`config.mk`:
```
export PLATFORM = sky130hd
export DESIGN_NAME = async_serial_adapter
export DESIGN_NICKNAME = d
export VERILOG_FILES = /design/src/serial_adapter_pkg.sv /design/src/adapter_fifo.sv /design/src/bit_timer.sv /design/src/async_serial_adapter.sv
export SDC_FILE = /design/constraint.sdc
export NUM_CORES = 1
export LEC_CHECK = 0
export BUFFER_PORTS_ARGS = -buffer_cell sky130_fd_sc_hd__buf_2
export CORE_UTILIZATION = 45
export DETAILED_ROUTE_END_ITERATION = 16
export MAX_ROUTING_LAYER = met4
export PLACE_DENSITY = 0.68
export SLEW_MARGIN = 0
export SYNTH_ARGS = -nofsm -noshare
export SYNTH_HDL_FRONTEND = slang
export SYNTH_SLANG_ARGS = --single-unit
export TNS_END_PERCENT = 100
```
`constraint.sdc`:
```
create_clock -name clk -period 4.7 [get_ports clk]
set_clock_uncertainty 0.2 [all_clocks]
set_input_delay 0.47 -clock clk [delete_from_list [all_inputs] [get_ports clk]]
set_output_delay 0.47 -clock clk [all_outputs]
set_load 0.01 [all_outputs]
```
`src/serial_adapter_pkg.sv`:
```
// constants, field layouts and carrier types of the serial adapter
// assumes a single 40 MHz clock and bus pins sampled on that clock
package serial_adapter_pkg;

	// ****************************************************************
	// register select and bus
	// ****************************************************************
	localparam logic SEL_CTRL_STATUS = 1'b0;
	localparam logic SEL_DATA = 1'b1;
	localparam logic DIR_WRITE = 1'b0;
	localparam logic DIR_READ = 1'b1;
	localparam int DATA_W = 8;
	localparam int FIFO_DEPTH = 16;
	localparam int CLK_PERIOD_NS = 25;

	// ****************************************************************
	// control fields
	// ****************************************************************
	localparam logic [1:0] DIV_1 = 2'h0;
	localparam logic [1:0] DIV_16 = 2'h1;
	localparam logic [1:0] DIV_64 = 2'h2;
	localparam logic [1:0] DIV_MRESET = 2'h3;
	localparam logic [6:0] LIMIT_1 = 7'h00;
	localparam logic [6:0] LIMIT_16 = 7'h0f;
	localparam logic [6:0] LIMIT_64 = 7'h3f;
	localparam logic [1:0] TXC_LOW_OFF = 2'h0;
	localparam logic [1:0] TXC_LOW_IRQ = 2'h1;
	localparam logic [1:0] TXC_HIGH_OFF = 2'h2;
	localparam logic [1:0] TXC_BREAK = 2'h3;
	localparam logic [2:0] FMT_7E2 = 3'h0;
	localparam logic [2:0] FMT_7O2 = 3'h1;
	localparam logic [2:0] FMT_8N2 = 3'h4;
	localparam logic [2:0] FMT_8N1 = 3'h5;
	localparam logic [7:0] CONTROL_RESET = 8'h03;
	localparam logic [7:0] MASK_7BIT = 8'h7f;
	localparam logic [3:0] BITS_7 = 4'h7;
	localparam logic [3:0] BITS_8 = 4'h8;
	localparam logic [1:0] STOP_ONE = 2'h1;
	localparam logic [1:0] STOP_TWO = 2'h2;

	typedef struct packed {
		logic rx_interrupt_enable;
		logic [1:0] tx_control;
		logic [2:0] format_select;
		logic [1:0] divide_select;
	} control_t;

	typedef struct packed {
		logic irq;
		logic parity_error_flag;
		logic overrun_flag;
		logic framing_error_flag;
		logic clear_to_send;
		logic carrier_loss;
		logic transmit_empty_flag;
		logic receive_full_flag;
	} status_t;

	typedef struct packed {
		logic chip_sel;
		logic register_select;
		logic read_write;
		logic enable;
		logic [7:0] wdata;
	} bus_t;

	typedef struct packed {
		logic word8;
		logic par_en;
		logic par_odd;
		logic stop2;
	} frame_t;

	typedef enum logic [2:0] {RX_IDLE, RX_START, RX_DATA, RX_PARITY,
		RX_STOP} rx_state_t;
	typedef enum logic [2:0] {TX_IDLE, TX_START, TX_DATA, TX_PARITY,
		TX_STOP} tx_state_t;

	function automatic frame_t decode_format(logic [2:0] f);
		frame_t d;
		d.word8 = f[2];
		d.par_en = !(f == FMT_8N2 || f == FMT_8N1);
		d.par_odd = f[0];
		d.stop2 = (f == FMT_7E2 || f == FMT_7O2 || f == FMT_8N2);
		return d;
	endfunction

endpackage

```
`src/adapter_fifo.sv`:
```
// synchronous fifo holding characters written for transmission
// assumes one clock; clear empties it at once
`timescale 1ns/10ps
`default_nettype none
module adapter_fifo #(
	parameter int WIDTH = 8,
	parameter int DEPTH = 16
) (
	input wire logic clk, // system clock
	input wire logic rst_b, // async reset, active low
	input wire logic clear, // synchronous flush
	input wire logic in_valid, // push request
	output logic in_ready, // room for a word
	input wire logic [WIDTH-1:0] in_data, // pushed word
	output logic out_valid, // a word is held
	input wire logic out_ready, // pop request
	output logic [WIDTH-1:0] out_data // oldest word
);
	localparam int AW = $clog2(DEPTH);
	typedef struct packed {
		logic [DEPTH-1:0][WIDTH-1:0] mem;
		logic [AW-1:0] wptr;
		logic [AW-1:0] rptr;
		logic [AW:0] count;
	} fifo_state_t;
	fifo_state_t r, s;
	logic push, pop;

	assign in_ready = r.count != (AW+1)'(DEPTH);
	assign out_valid = r.count != '0;
	assign out_data = r.mem[r.rptr];

	always_comb begin
		s = r;
		push = in_valid && in_ready;
		pop = out_ready && out_valid;
		if (push) begin
			s.mem[r.wptr] = in_data;
			s.wptr = (r.wptr == AW'(DEPTH-1)) ? '0 : r.wptr + 1'b1;
		end
		if (pop)
			s.rptr = (r.rptr == AW'(DEPTH-1)) ? '0 : r.rptr + 1'b1;
		s.count = r.count + (AW+1)'(push) - (AW+1)'(pop);
		if (clear) begin
			s.wptr = '0;
			s.rptr = '0;
			s.count = '0;
		end
	end

	always_ff @(posedge clk or negedge rst_b) begin
		if (!rst_b)
			r <= '0;
		else
			r <= s;
	end
endmodule
`default_nettype wire

```
`src/bit_timer.sv`:
```
// turns edges of an external bit clock into one-cycle bit enables
// assumes tick is a one-cycle pulse per external clock edge
`timescale 1ns/10ps
`default_nettype none
module bit_timer (
	input wire logic clk, // system clock
	input wire logic rst_b, // async reset, active low
	input wire logic tick, // external clock edge seen
	input wire logic restart, // realign to half a bit
	input wire logic [1:0] div, // divide ratio code
	output logic bit_en // one pulse per bit time
);
	import serial_adapter_pkg::*;
	typedef struct packed {
		logic [6:0] cnt;
	} timer_state_t;
	timer_state_t r, s;
	logic [6:0] limit;

	always_comb begin
		s = r;
		case (div)
			DIV_16: limit = LIMIT_16;
			DIV_64: limit = LIMIT_64;
			default: limit = LIMIT_1;
		endcase
		bit_en = 1'b0;
		if (restart) begin
			// first pulse lands half a bit later, mid cell
			s.cnt = 7'((limit + 7'h01) >> 1);
		end else if (tick) begin
			if (r.cnt >= limit) begin
				bit_en = 1'b1;
				s.cnt = '0;
			end else begin
				s.cnt = r.cnt + 7'h01;
			end
		end
	end

	always_ff @(posedge clk or negedge rst_b) begin
		if (!rst_b)
			r <= '0;
		else
			r <= s;
	end
endmodule
`default_nettype wire

```
`src/async_serial_adapter.sv`:
```
// control and status logic of an asynchronous serial adapter,
// with its transmitter, receiver and a transmit fifo
// assumes bus, bit clocks and modem inputs are synchronous to clk
`timescale 1ns/10ps
`default_nettype none

// Contract
// - rs low and read/write low on an access writes the control register.
// - divide field 00 /1, 01 /16, 10 /64, 11 master reset.
// - master reset clears flags but cts/carrier, resets rx/tx, keeps control.
// - format field picks word length, parity and stop bit count.
// - format changes act immediately, no end of character wait.
// - tx control 00/01/10 set request pin and transmit interrupt.
// - tx control 11 drives request low, sends break, no tx interrupt.
// - control bit 7 enables receive full, overrun, carrier loss irqs.
// - rs low and read/write high reads the status register.
// - receive full sets on transfer; read, reset, carrier loss clear.
// - transmit empty is low from a write until transmission starts.
// - carrier loss latches on rise; cleared by status then data read.
// - if carrier still lost after clearing, flag follows input, no irq.
// - cts status mirrors input, high inhibits transmit empty.
// - framing error from missing first stop, kept with character.
// - overrun at last bit of second unread character, shown after read.
// - overrun keeps receive full; cleared by data read or reset.
// - parity error on mismatch, held; no parity means no check.
// - status bit 7 equals the active interrupt output.
// - data read or data write clears the interrupt request.
// - seven bit formats read msb zero and ignore written msb.
// - data write is taken on enable falling with rs high, write.
// - a full receive register blocks transfer of a new character.
// - tx interrupt when tx control is 01 and transmit empty.
// - carrier loss high holds the receiver idle and initialised.
module async_serial_adapter #(
	parameter int DEPTH = serial_adapter_pkg::FIFO_DEPTH
) (
	input wire logic clk, // 40 MHz system clock
	input wire logic rst_b, // async reset, active low
	input wire serial_adapter_pkg::bus_t bus, // processor bus pins
	output logic [7:0] data_out, // read data
	output logic data_oe, // read data drive enable
	output logic irq_b, // interrupt request, active low
	output logic request_to_send_b, // request pin level
	output logic tx_line, // serial transmit data
	input wire logic rx_line, // serial receive data
	input wire logic tx_clk, // transmit bit clock
	input wire logic rx_clk, // receive bit clock
	input wire logic clear_to_send_b, // modem clear to send, low = clear
	input wire logic carrier_loss // high = carrier not present
);
	import serial_adapter_pkg::*;

	// ****************************************************************
	// state
	// ****************************************************************
	typedef struct packed {
		control_t ctl;
		logic en_d;
		logic txclk_d;
		logic rxclk_d;
		logic dcd_d;
		logic rx_full;
		logic fe;
		logic pe;
		logic ovr;
		logic ovr_pend;
		logic dcd_lat;
		logic dcd_armed;
		logic [7:0] receive_holding_reg;
		rx_state_t rx_st;
		logic [3:0] rx_cnt;
		logic [7:0] rx_sh;
		logic rx_par;
		tx_state_t tx_st;
		logic [3:0] tx_cnt;
		logic [7:0] tx_sh;
		logic tx_par;
		logic txd;
		logic tx_out;
		logic [7:0] dout;
		logic doe;
		logic irq_b;
		logic rts_b;
	} state_t;

	localparam state_t STATE_RESET = '{ctl: control_t'(CONTROL_RESET),
		rx_st: RX_IDLE, tx_st: TX_IDLE, txd: 1'b1, tx_out: 1'b1,
		irq_b: 1'b1, default: '0};

	state_t r, s;
	frame_t frm;
	status_t st;
	logic mres, acc, wr_ctl, wr_tdr, rd_stat, rd_rdr;
	logic tx_tick, rx_tick, tx_bit_en, rx_bit_en, rx_restart, rx_hold;
	logic fifo_ready, fifo_valid, fifo_pop, stop_done, tx_load;
	logic [7:0] fifo_data, wmasked, rx_word;
	logic [3:0] nbits;

	// ****************************************************************
	// helpers
	// ****************************************************************
	assign mres = r.ctl.divide_select == DIV_MRESET;
	assign frm = decode_format(r.ctl.format_select);
	assign nbits = frm.word8 ? BITS_8 : BITS_7;
	assign acc = r.en_d && !bus.enable && bus.chip_sel;
	assign wr_ctl = acc && bus.register_select == SEL_CTRL_STATUS &&
		bus.read_write == DIR_WRITE;
	assign wr_tdr = acc && bus.register_select == SEL_DATA &&
		bus.read_write == DIR_WRITE;
	assign rd_stat = acc && bus.register_select == SEL_CTRL_STATUS &&
		bus.read_write == DIR_READ;
	assign rd_rdr = acc && bus.register_select == SEL_DATA &&
		bus.read_write == DIR_READ;
	assign tx_tick = r.txclk_d && !tx_clk;
	assign rx_tick = !r.rxclk_d && rx_clk;
	// seven bit formats drop the written msb
	assign wmasked = frm.word8 ? bus.wdata : (bus.wdata & MASK_7BIT);
	assign rx_hold = mres || carrier_loss;
	assign rx_restart = rx_hold || r.rx_st == RX_IDLE;
	assign rx_word = frm.word8 ? r.rx_sh : {1'b0, r.rx_sh[7:1]};
	assign stop_done = r.tx_st == TX_STOP &&
		(!frm.stop2 || r.tx_cnt == {2'b00, STOP_TWO});
	assign tx_load = tx_bit_en && !mres && fifo_valid &&
		(r.tx_st == TX_IDLE || stop_done);
	assign fifo_pop = tx_load;

	// ****************************************************************
	// submodules
	// ****************************************************************
	adapter_fifo #(.WIDTH(DATA_W), .DEPTH(DEPTH)) u_fifo (
		.clk(clk),
		.rst_b(rst_b),
		.clear(mres),
		.in_valid(wr_tdr && fifo_ready),
		.in_ready(fifo_ready),
		.in_data(wmasked),
		.out_valid(fifo_valid),
		.out_ready(fifo_pop),
		.out_data(fifo_data)
	);

	bit_timer u_tx_timer (
		.clk(clk),
		.rst_b(rst_b),
		.tick(tx_tick),
		.restart(mres),
		.div(r.ctl.divide_select),
		.bit_en(tx_bit_en)
	);

	bit_timer u_rx_timer (
		.clk(clk),
		.rst_b(rst_b),
		.tick(rx_tick),
		.restart(rx_restart),
		.div(r.ctl.divide_select),
		.bit_en(rx_bit_en)
	);

	// ****************************************************************
	// status assembly
	// ****************************************************************
	always_comb begin
		st.receive_full_flag = r.rx_full;
		// empty only when nothing waits; cts and reset inhibit it
		st.transmit_empty_flag = !fifo_valid && !clear_to_send_b &&
			!mres;
		st.carrier_loss = r.dcd_lat || carrier_loss;
		st.clear_to_send = clear_to_send_b;
		st.framing_error_flag = r.fe;
		st.overrun_flag = r.ovr;
		st.parity_error_flag = r.pe;
		st.irq = !r.irq_b;
	end

	// ****************************************************************
	// next state
	// ****************************************************************
	always_comb begin
		s = r;
		s.en_d = bus.enable;
		s.txclk_d = tx_clk;
		s.rxclk_d = rx_clk;
		s.dcd_d = carrier_loss;
		if (wr_ctl)
			s.ctl = control_t'(bus.wdata);

		// host reads clear first, so hardware sets below win
		if (rd_stat && r.dcd_lat)
			s.dcd_armed = 1'b1;
		if (rd_rdr) begin
			if (r.ovr_pend) begin
				s.ovr = 1'b1;
				s.ovr_pend = 1'b0;
			end else begin
				s.ovr = 1'b0;
				s.rx_full = 1'b0;
			end
			if (r.dcd_armed) begin
				s.dcd_lat = 1'b0;
				s.dcd_armed = 1'b0;
			end
		end
		if (carrier_loss && !r.dcd_d) begin
			s.dcd_lat = 1'b1;
			s.dcd_armed = 1'b0;
		end

		// receiver
		case (r.rx_st)
			RX_IDLE: begin
				if (rx_tick && !rx_line) begin
					s.rx_cnt = '0;
					s.rx_st = (r.ctl.divide_select == DIV_1) ? RX_DATA :
						RX_START;
				end
			end
			RX_START: begin
				// false start: line back high at mid bit
				if (rx_bit_en)
					s.rx_st = rx_line ? RX_IDLE : RX_DATA;
			end
			RX_DATA: begin
				if (rx_bit_en) begin
					s.rx_sh = {rx_line, r.rx_sh[7:1]};
					s.rx_cnt = r.rx_cnt + 4'h1;
					if (r.rx_cnt + 4'h1 == nbits)
						s.rx_st = frm.par_en ? RX_PARITY : RX_STOP;
				end
			end
			RX_PARITY: begin
				if (rx_bit_en) begin
					s.rx_par = rx_line;
					s.rx_st = RX_STOP;
				end
			end
			RX_STOP: begin
				if (rx_bit_en) begin
					s.rx_st = RX_IDLE;
					if (r.rx_full) begin
						// character lost, sync kept
						s.ovr_pend = 1'b1;
					end else begin
						s.receive_holding_reg = rx_word;
						s.rx_full = 1'b1;
						s.fe = !rx_line;
						s.pe = frm.par_en &&
							((^rx_word) ^ r.rx_par ^ frm.par_odd);
					end
				end
			end
			default: s.rx_st = RX_IDLE;
		endcase
		if (rx_hold) begin
			s.rx_st = RX_IDLE;
			s.rx_cnt = '0;
		end
		if (carrier_loss)
			s.rx_full = 1'b0;

		// transmitter, one step per bit enable
		if (tx_bit_en) begin
			case (r.tx_st)
				TX_IDLE: s.txd = 1'b1;
				TX_START: begin
					s.txd = r.tx_sh[0];
					s.tx_sh = {1'b0, r.tx_sh[7:1]};
					s.tx_cnt = 4'h1;
					s.tx_st = TX_DATA;
				end
				TX_DATA: begin
					if (r.tx_cnt == nbits) begin
						s.tx_st = frm.par_en ? TX_PARITY : TX_STOP;
						s.txd = frm.par_en ? r.tx_par : 1'b1;
						s.tx_cnt = {2'b00, STOP_ONE};
					end else begin
						s.txd = r.tx_sh[0];
						s.tx_sh = {1'b0, r.tx_sh[7:1]};
						s.tx_cnt = r.tx_cnt + 4'h1;
					end
				end
				TX_PARITY: begin
					s.txd = 1'b1;
					s.tx_cnt = {2'b00, STOP_ONE};
					s.tx_st = TX_STOP;
				end
				TX_STOP: begin
					s.txd = 1'b1;
					if (stop_done)
						s.tx_st = TX_IDLE;
					else
						s.tx_cnt = r.tx_cnt + 4'h1;
				end
				default: s.tx_st = TX_IDLE;
			endcase
			if (tx_load) begin
				// start bit goes out now; fifo pop frees the slot
				s.tx_sh = fifo_data;
				s.tx_par = (^fifo_data) ^ frm.par_odd;
				s.txd = 1'b0;
				s.tx_st = TX_START;
			end
		end

		// master reset
		if (mres) begin
			s.rx_full = 1'b0;
			s.fe = 1'b0;
			s.pe = 1'b0;
			s.ovr = 1'b0;
			s.ovr_pend = 1'b0;
			s.dcd_lat = 1'b0;
			s.dcd_armed = 1'b0;
			s.tx_st = TX_IDLE;
			s.txd = 1'b1;
		end

		// pins
		s.tx_out = (r.ctl.tx_control == TXC_BREAK) ? 1'b0 : r.txd;
		s.rts_b = r.ctl.tx_control == TXC_HIGH_OFF;
		// conditions fall on data read or write, dropping the request
		s.irq_b = !((r.ctl.rx_interrupt_enable &&
			(r.rx_full || r.ovr || r.dcd_lat)) ||
			(r.ctl.tx_control == TXC_LOW_IRQ &&
			st.transmit_empty_flag));
		s.doe = bus.chip_sel && bus.enable && bus.read_write == DIR_READ;
		// seven bit formats read the msb as zero, even for older data
		if (bus.register_select == SEL_DATA)
			s.dout = frm.word8 ? r.receive_holding_reg :
				(r.receive_holding_reg & MASK_7BIT);
		else
			s.dout = st;
	end

	always_ff @(posedge clk or negedge rst_b) begin
		if (!rst_b)
			r <= STATE_RESET;
		else
			r <= s;
	end

	assign data_out = r.dout;
	assign data_oe = r.doe;
	assign irq_b = r.irq_b;
	assign request_to_send_b = r.rts_b;
	assign tx_line = r.tx_out;
endmodule
`default_nettype wire

```
== Word level (Yosys, flattened, before mapping) ==
Index checks and enable logic that the tools add are counted.

* Bits in registers: 227
* Input port bits: 19
* Output and inout port bits: 12
* Word-level logic and storage cells: 264

* Add/subtract/negate cells: 9
* Order comparisons: 5
* Eq/ne operators: 35
* Muxes and demuxes: 72
* Bitwise gates (word level): 6
* Reduce and logical (&&, ||, !) cells: 86

{| class="wikitable"
|+ Operator list
! operator !! number
|-
| 128-bit bitwise mux || 1
|-
| 7-bit 2-to-1 mux || 9
|-
| 8-bit 2-to-1 mux || 7
|-
| 3-bit 2-to-1 mux || 12
|-
| 8-bit binary-select mux with 4-bit select || 1
|-
| 8-bit demux with 4-bit select || 1
|-
| 4-bit 2-to-1 mux || 8
|-
| 3-bit case mux with 5 select lines || 2
|-
| 1-bit logical AND || 28
|-
| 1-bit 2-to-1 mux || 18
|-
| 17-bit 2-to-1 mux || 1
|-
| 4-bit by 1-bit adder with 4-bit output (second input constant) || 4
|-
| 8-bit case mux with 2 select lines || 1
|-
| 2-bit nonzero test || 8
|-
| 8-bit XOR reduction || 2
|-
| 15-bit 2-to-1 mux || 1
|-
| 3-bit != test (second input constant) || 5
|-
| 3-bit AND reduction || 5
|-
| 3-bit nonzero test || 5
|-
| 7-bit by 1-bit adder with 7-bit output (second input constant) || 2
|-
| 7-bit by 6-bit greater-or-equal comparator with 1-bit output || 2
|-
| 13-bit 2-to-1 mux || 1
|-
| 3-bit by 2-bit equality test with 1-bit output (second input constant) || 4
|-
| 3-bit equality test (second input constant) || 4
|-
| 34 further kinds || 81
|}

== Depth between registers and ports, before layout ==
* Depth after elaboration: 13
* Gate-level depth with buffers: 18

== Modules after synthesis ==
From an unflattened synthesis, not the netlist that was laid out.

* Cells, all modules: 989
* Area, all modules: 11,667.4 um2

{| class="wikitable"
|+ Modules (own cells, without submodules)
! module !! instances !! cells each !! area an instance (um2)
|-
| adapter_fifo || 1 || 474 || 6,775.2
|-
| async_serial_adapter || 1 || 379 || 3,728.6
|-
| bit_timer || 2 || 68 || 581.8
|}

== Worst setup path before layout ==
OpenSTA, ideal clock, no wires.

* Kind: reg-to-reg
* From: reg r[64] (netlist bit)
* To: reg u_fifo.r[4] (netlist bit)
* Library setup time: 0.078 ns
* Arrival: 4.049 ns
* Required time: 4.422 ns
* Slack: 0.373 ns
* Cell stages (with the launch flop): 19
* Clock period less this slack: 4.327 ns
* Path through: dfstp_2 > inv_1 > ha_1 > ha_1 > nor4b_1 > o21bai_1 > a31o_2 > a211o_1 > buf_2 > nand3_1 > inv_1 > ha_1 > inv_1 > ha_1 > fa_1 > a21oi_1 > nor2_1 > or3_1 > a21oi_1

{| class="wikitable"
|+ RTL lines
! what !! RTL line !! source
|-
| start: declaration || async_serial_adapter.sv:89 || <nowiki>state_t r, s;</nowiki>
|-
| start signal: assignment || async_serial_adapter.sv:338 || <nowiki>r <= s;</nowiki>
|-
| end signal: assignment || adapter_fifo.sv:55 || <nowiki>r <= s;</nowiki>
|-
| end: declaration || adapter_fifo.sv:26 || <nowiki>fifo_state_t r, s;</nowiki>
|}

==> results.tsv <==
stage	metric	value	unit
synth	synthesized area per cell	12.8	um^2
min_path	Hold Path Class	input port to flop	
setup_path	Worst Setup Path Type	flop to flop	
pwr	Static Leakage	5.84	nW
synth	leading area contributor after synthesis	dfrtp_1	
sta	final hold slack	0.0307	ns
global_route	first-pass GRT wire length	37.4	mm
synth	Post-synth top flop	dfrtp_1	
placement	placed cells	1202	
die	DIE WIDTH	160	um
setup_path	reg2reg start	r[64]$_DFFE_PN1P_	
sta	Rel. slew slack	0.417	
finish	Nets	956	
finish	Final Cell Area	12600	um^2
setup_path	Worst setup EP type	flop	
synth	sequential-to-total area share from yosys stat	0.503	
synth	largest family of logic cells by synthesized area	multiplexers	
detailed_routing	per-cell routed wire length	18.0	um
global_route	largest net degree at the start of global routing	97	
setup_path	crit path from	r[64]$_DFFE_PN1P_	
detailed_routing	overall routed net length	22.5	mm
sta	fin crit share	0.919	
min_path	worst hold start	clear_to_send_b	
detailed_routing	Vias	7020	
global_route	vias in the first global route	6874	
sta	Setup Viol. Count Final	0	
die	core area	24500	um^2
sta	max frequency	232	MHz
die	Die Ht	160	um
pwr	maximum vdd drop	0.287	mV
synth	top cells by area, synth	dfrtp_1 (49%), mux2_2 (17%), mux4_2 (5.0%)	
synth	post-synthesis adder-cell area fraction	0.0305	
sta	final worst path period need	4.32	ns
synth	Post-Syn Area	11300	um^2
die	# IOs	31	
pwr	Pwr per Cell Area	457	nW/um^2
synth	Compound-Gate Fraction of Synth Area	0.0642	
clock_tree	H-tree depth	1	
synth	FFs w/ async S/R, synth	1.00	
global_route	gr busiest metal	met2	
finish	ant diodes	0	
setup_path	Max Fanout on Critical Path	7	
status	status	completed	
global_route	met1 Use GR	0.254	
global_route	initial antenna violation count	0	
clock_tree	Num CTS Buffers	24	
die	die area	25800	um^2
die	Core Rows	57	
synth	simple-gate share of the synthesized area	0.0922	
job	number of maximum-capacitance violations	0	
detailed_routing	DRT Pass-1 Iters	5	
finish	layout cell share with drive strength beyond 1	0.325	
synth	Mapped Nets	931	
setup_path	critical path launch point type	flop	
detailed_routing	average vias per placed instance	5.61	
clock_tree	clk buf depth	3	
finish	Post-Layout Cell Count	1252	
placement	I/O Buffers	30	
synth	Synth Warn #	0	
sta	max-slew violation count	0	
clock_tree	CTS tree	built	
clock_tree	CTS resizes	0	
detailed_routing	DRC Markers	0	
synth	area share of the largest cell type after synthesis	0.491	
synth	Cells after Synth	885	
synth	unique cell type count in the Yosys netlist	68	
placement	dpl cell area	11700	um^2
clock_tree	insertion delay to the later sink of the worst-skew pair	0.52	ns
setup_path	Worst Path Required	4.94	ns
sta	worst slew pin tran	0.871	ns
placement	post-DP HPWL	15.2	mm
detailed_routing	post-route antenna net violation count	0	
placement	global placement routability congestion	0.810	
synth	multiplexer share of the synthesized area	0.254	
sta	Final Hold Vio Count	0	
global_route	met3 Use GR	0.0263	
setup_path	flop-to-flop setup slack	0.38	ns
clock_tree	CTS clock-pin slew for the worst setup and hold paths	0.06	ns
global_route	met2 GRT Util	0.297	
setup_path	Worst EP arrival	4.56	ns
synth	flops & latches, synth	227	
sta	RSZ-0062 raised after global routing	false	
synth	number of synthesized flops with an enable pin	0	
clock_tree	clk sinks	227	
clock_tree	Root Buffer	clkbuf_16	
clock_tree	Setup Fix Bufs, Post-CTS	0	
sta	post-route setup TNS	0	ns
finish	area delta synth->final	11.3	%
die	Starting Density	0.462	
global_route	Total GRT Usage	0.186	
detailed_routing	DRT iter0 DRCs	477	
global_route	total gr overflow	0	
synth	xor and xnor fraction of the mapped netlist area	0.0251	
[registers in the layout, summed over array words and instances, names as in the netlist, 2 cells and up]
register	cells
data_out	8
frm	2
r	58
u_fifo.r	141
u_rx_timer.r	7
u_tx_timer.r	7
[path summary, 6_finish.rpt]
| check | end | cells past startpoint |
|---|---|---|
| setup / recovery | u_fifo.r[4]$_DFF_PN0_ | 17 |
| hold / removal | data_out[3]$_DFF_PN0_ | 2 |
| setup reg to reg | u_fifo.r[4]$_DFF_PN0_ | 17 |
| hold reg to reg | irq_b$_DFF_PN1_ | 1 |
| max in group asynchronous | u_fifo.r[2]$_DFF_PN0_ | 3 |
| min in group asynchronous | u_rx_timer.r[1]$_DFFE_PN0P_ | 2 |
[through the flow]
step | power (mW) | setup slack (ns) | util
CTS | 5.81 | 0.357 | 0.514
floorplan | 3.56 | 0.373 | -
global route | 6.07 | 0.200 | 0.514
finish | 5.75 | 0.381 | 0.514
global placement | 3.86 | 0.510 | 0.479
detailed placement | 3.89 | 0.381 | 0.479
[cell families after synthesis]
kind of cell,Yosys count
muxes,214
buffers and inverters,74
adders and majority gates,27
AOI/OAI and AO/OA,114
xor gates and xnor gates,30
DFF,227
and+or+nand+nor,199
[routing by layer]
metal  share of wire  wire (um)  vias to the layer above
met2            0.48      10900                      140
li1                -          -                     3267
met1            0.46      10400                     3588
met5               0          0                        -
met4           0.014        320                        0
met3           0.039        884                       25
[cell usage in the layout (no fill, tap or decap), drive strengths merged, types with 5 or more instances in the layout]
cell / Yosys / routed
nor4b: 5 / 5
mux4: 38 / 38
nand2b: 11 / 11
clkinv: 1 / 8
ha: 26 / 26
a22oi: 8 / 8
nor2: 49 / 49
dfstp: 5 / 5
mux2i: 10 / 10
dlygate4sd3: 0 / 6
nor3: 16 / 16
a21oi: 25 / 25
xnor2: 20 / 20
o21ai: 38 / 38
dfrtp: 222 / 222
nand2: 55 / 55
inv: 25 / 25
nor4: 5 / 5
clkbuf: 30 / 35
buf: 18 / 41
xor2: 9 / 9
nor2b: 12 / 12
nand3: 14 / 14
and3: 6 / 6
mux2: 166 / 166
or3: 7 / 7
[where the power goes]
part	leakage [nW]	internal, mW	switching, mW
Sequential	3.08	2.14	0.211
Combinational	2.36	0.754	0.751
Clock	0.401	1.12	0.774
[critical path, cell delays in order, from the launching register on]
cell      delay (ns)
dfstp_2         0.55
inv_1           0.07
ha_1            0.39
ha_1            0.33
nor4b_1         0.25
o21bai_1        0.09
a31o_2          0.24
a211o_1         0.31
nand3_1         0.11
inv_1           0.07
ha_1            0.27
inv_1           0.04
ha_1            0.20
fa_1            0.42
a21oi_1         0.15
nor2_1          0.06
or3_1           0.34
a21oi_1         0.15
[synth_stat cells (14+ instances only)]
library cell and instances:
dfrtp_1 222, mux2_2 166, nand2_1 55, nor2_1 37
o21ai_0 37, clkbuf_1 30, ha_1 26, a21oi_1 25
inv_1 25, mux4_2 25, xnor2_1 19, nand3_1 14
[cell type report]
class | count | area (um^2)
Fill cell | 2110 | 11900
Sequential cell | 227 | 5690
Multi-Input combinational cell | 584 | 5270
Clock buffer | 35 | 722
Tap cell | 324 | 405
Timing Repair Buffer | 47 | 315
Inverter | 26 | 97.6
Clock inverter | 9 | 83.8
[repair_timing]
action,4_1_cts,5_1_grt
hold buffers,6,0
hold endpoints to repair,96,0
endpoints found under the setup margin,0,0
No activity file was read; power rests on OpenSTA's default activity.
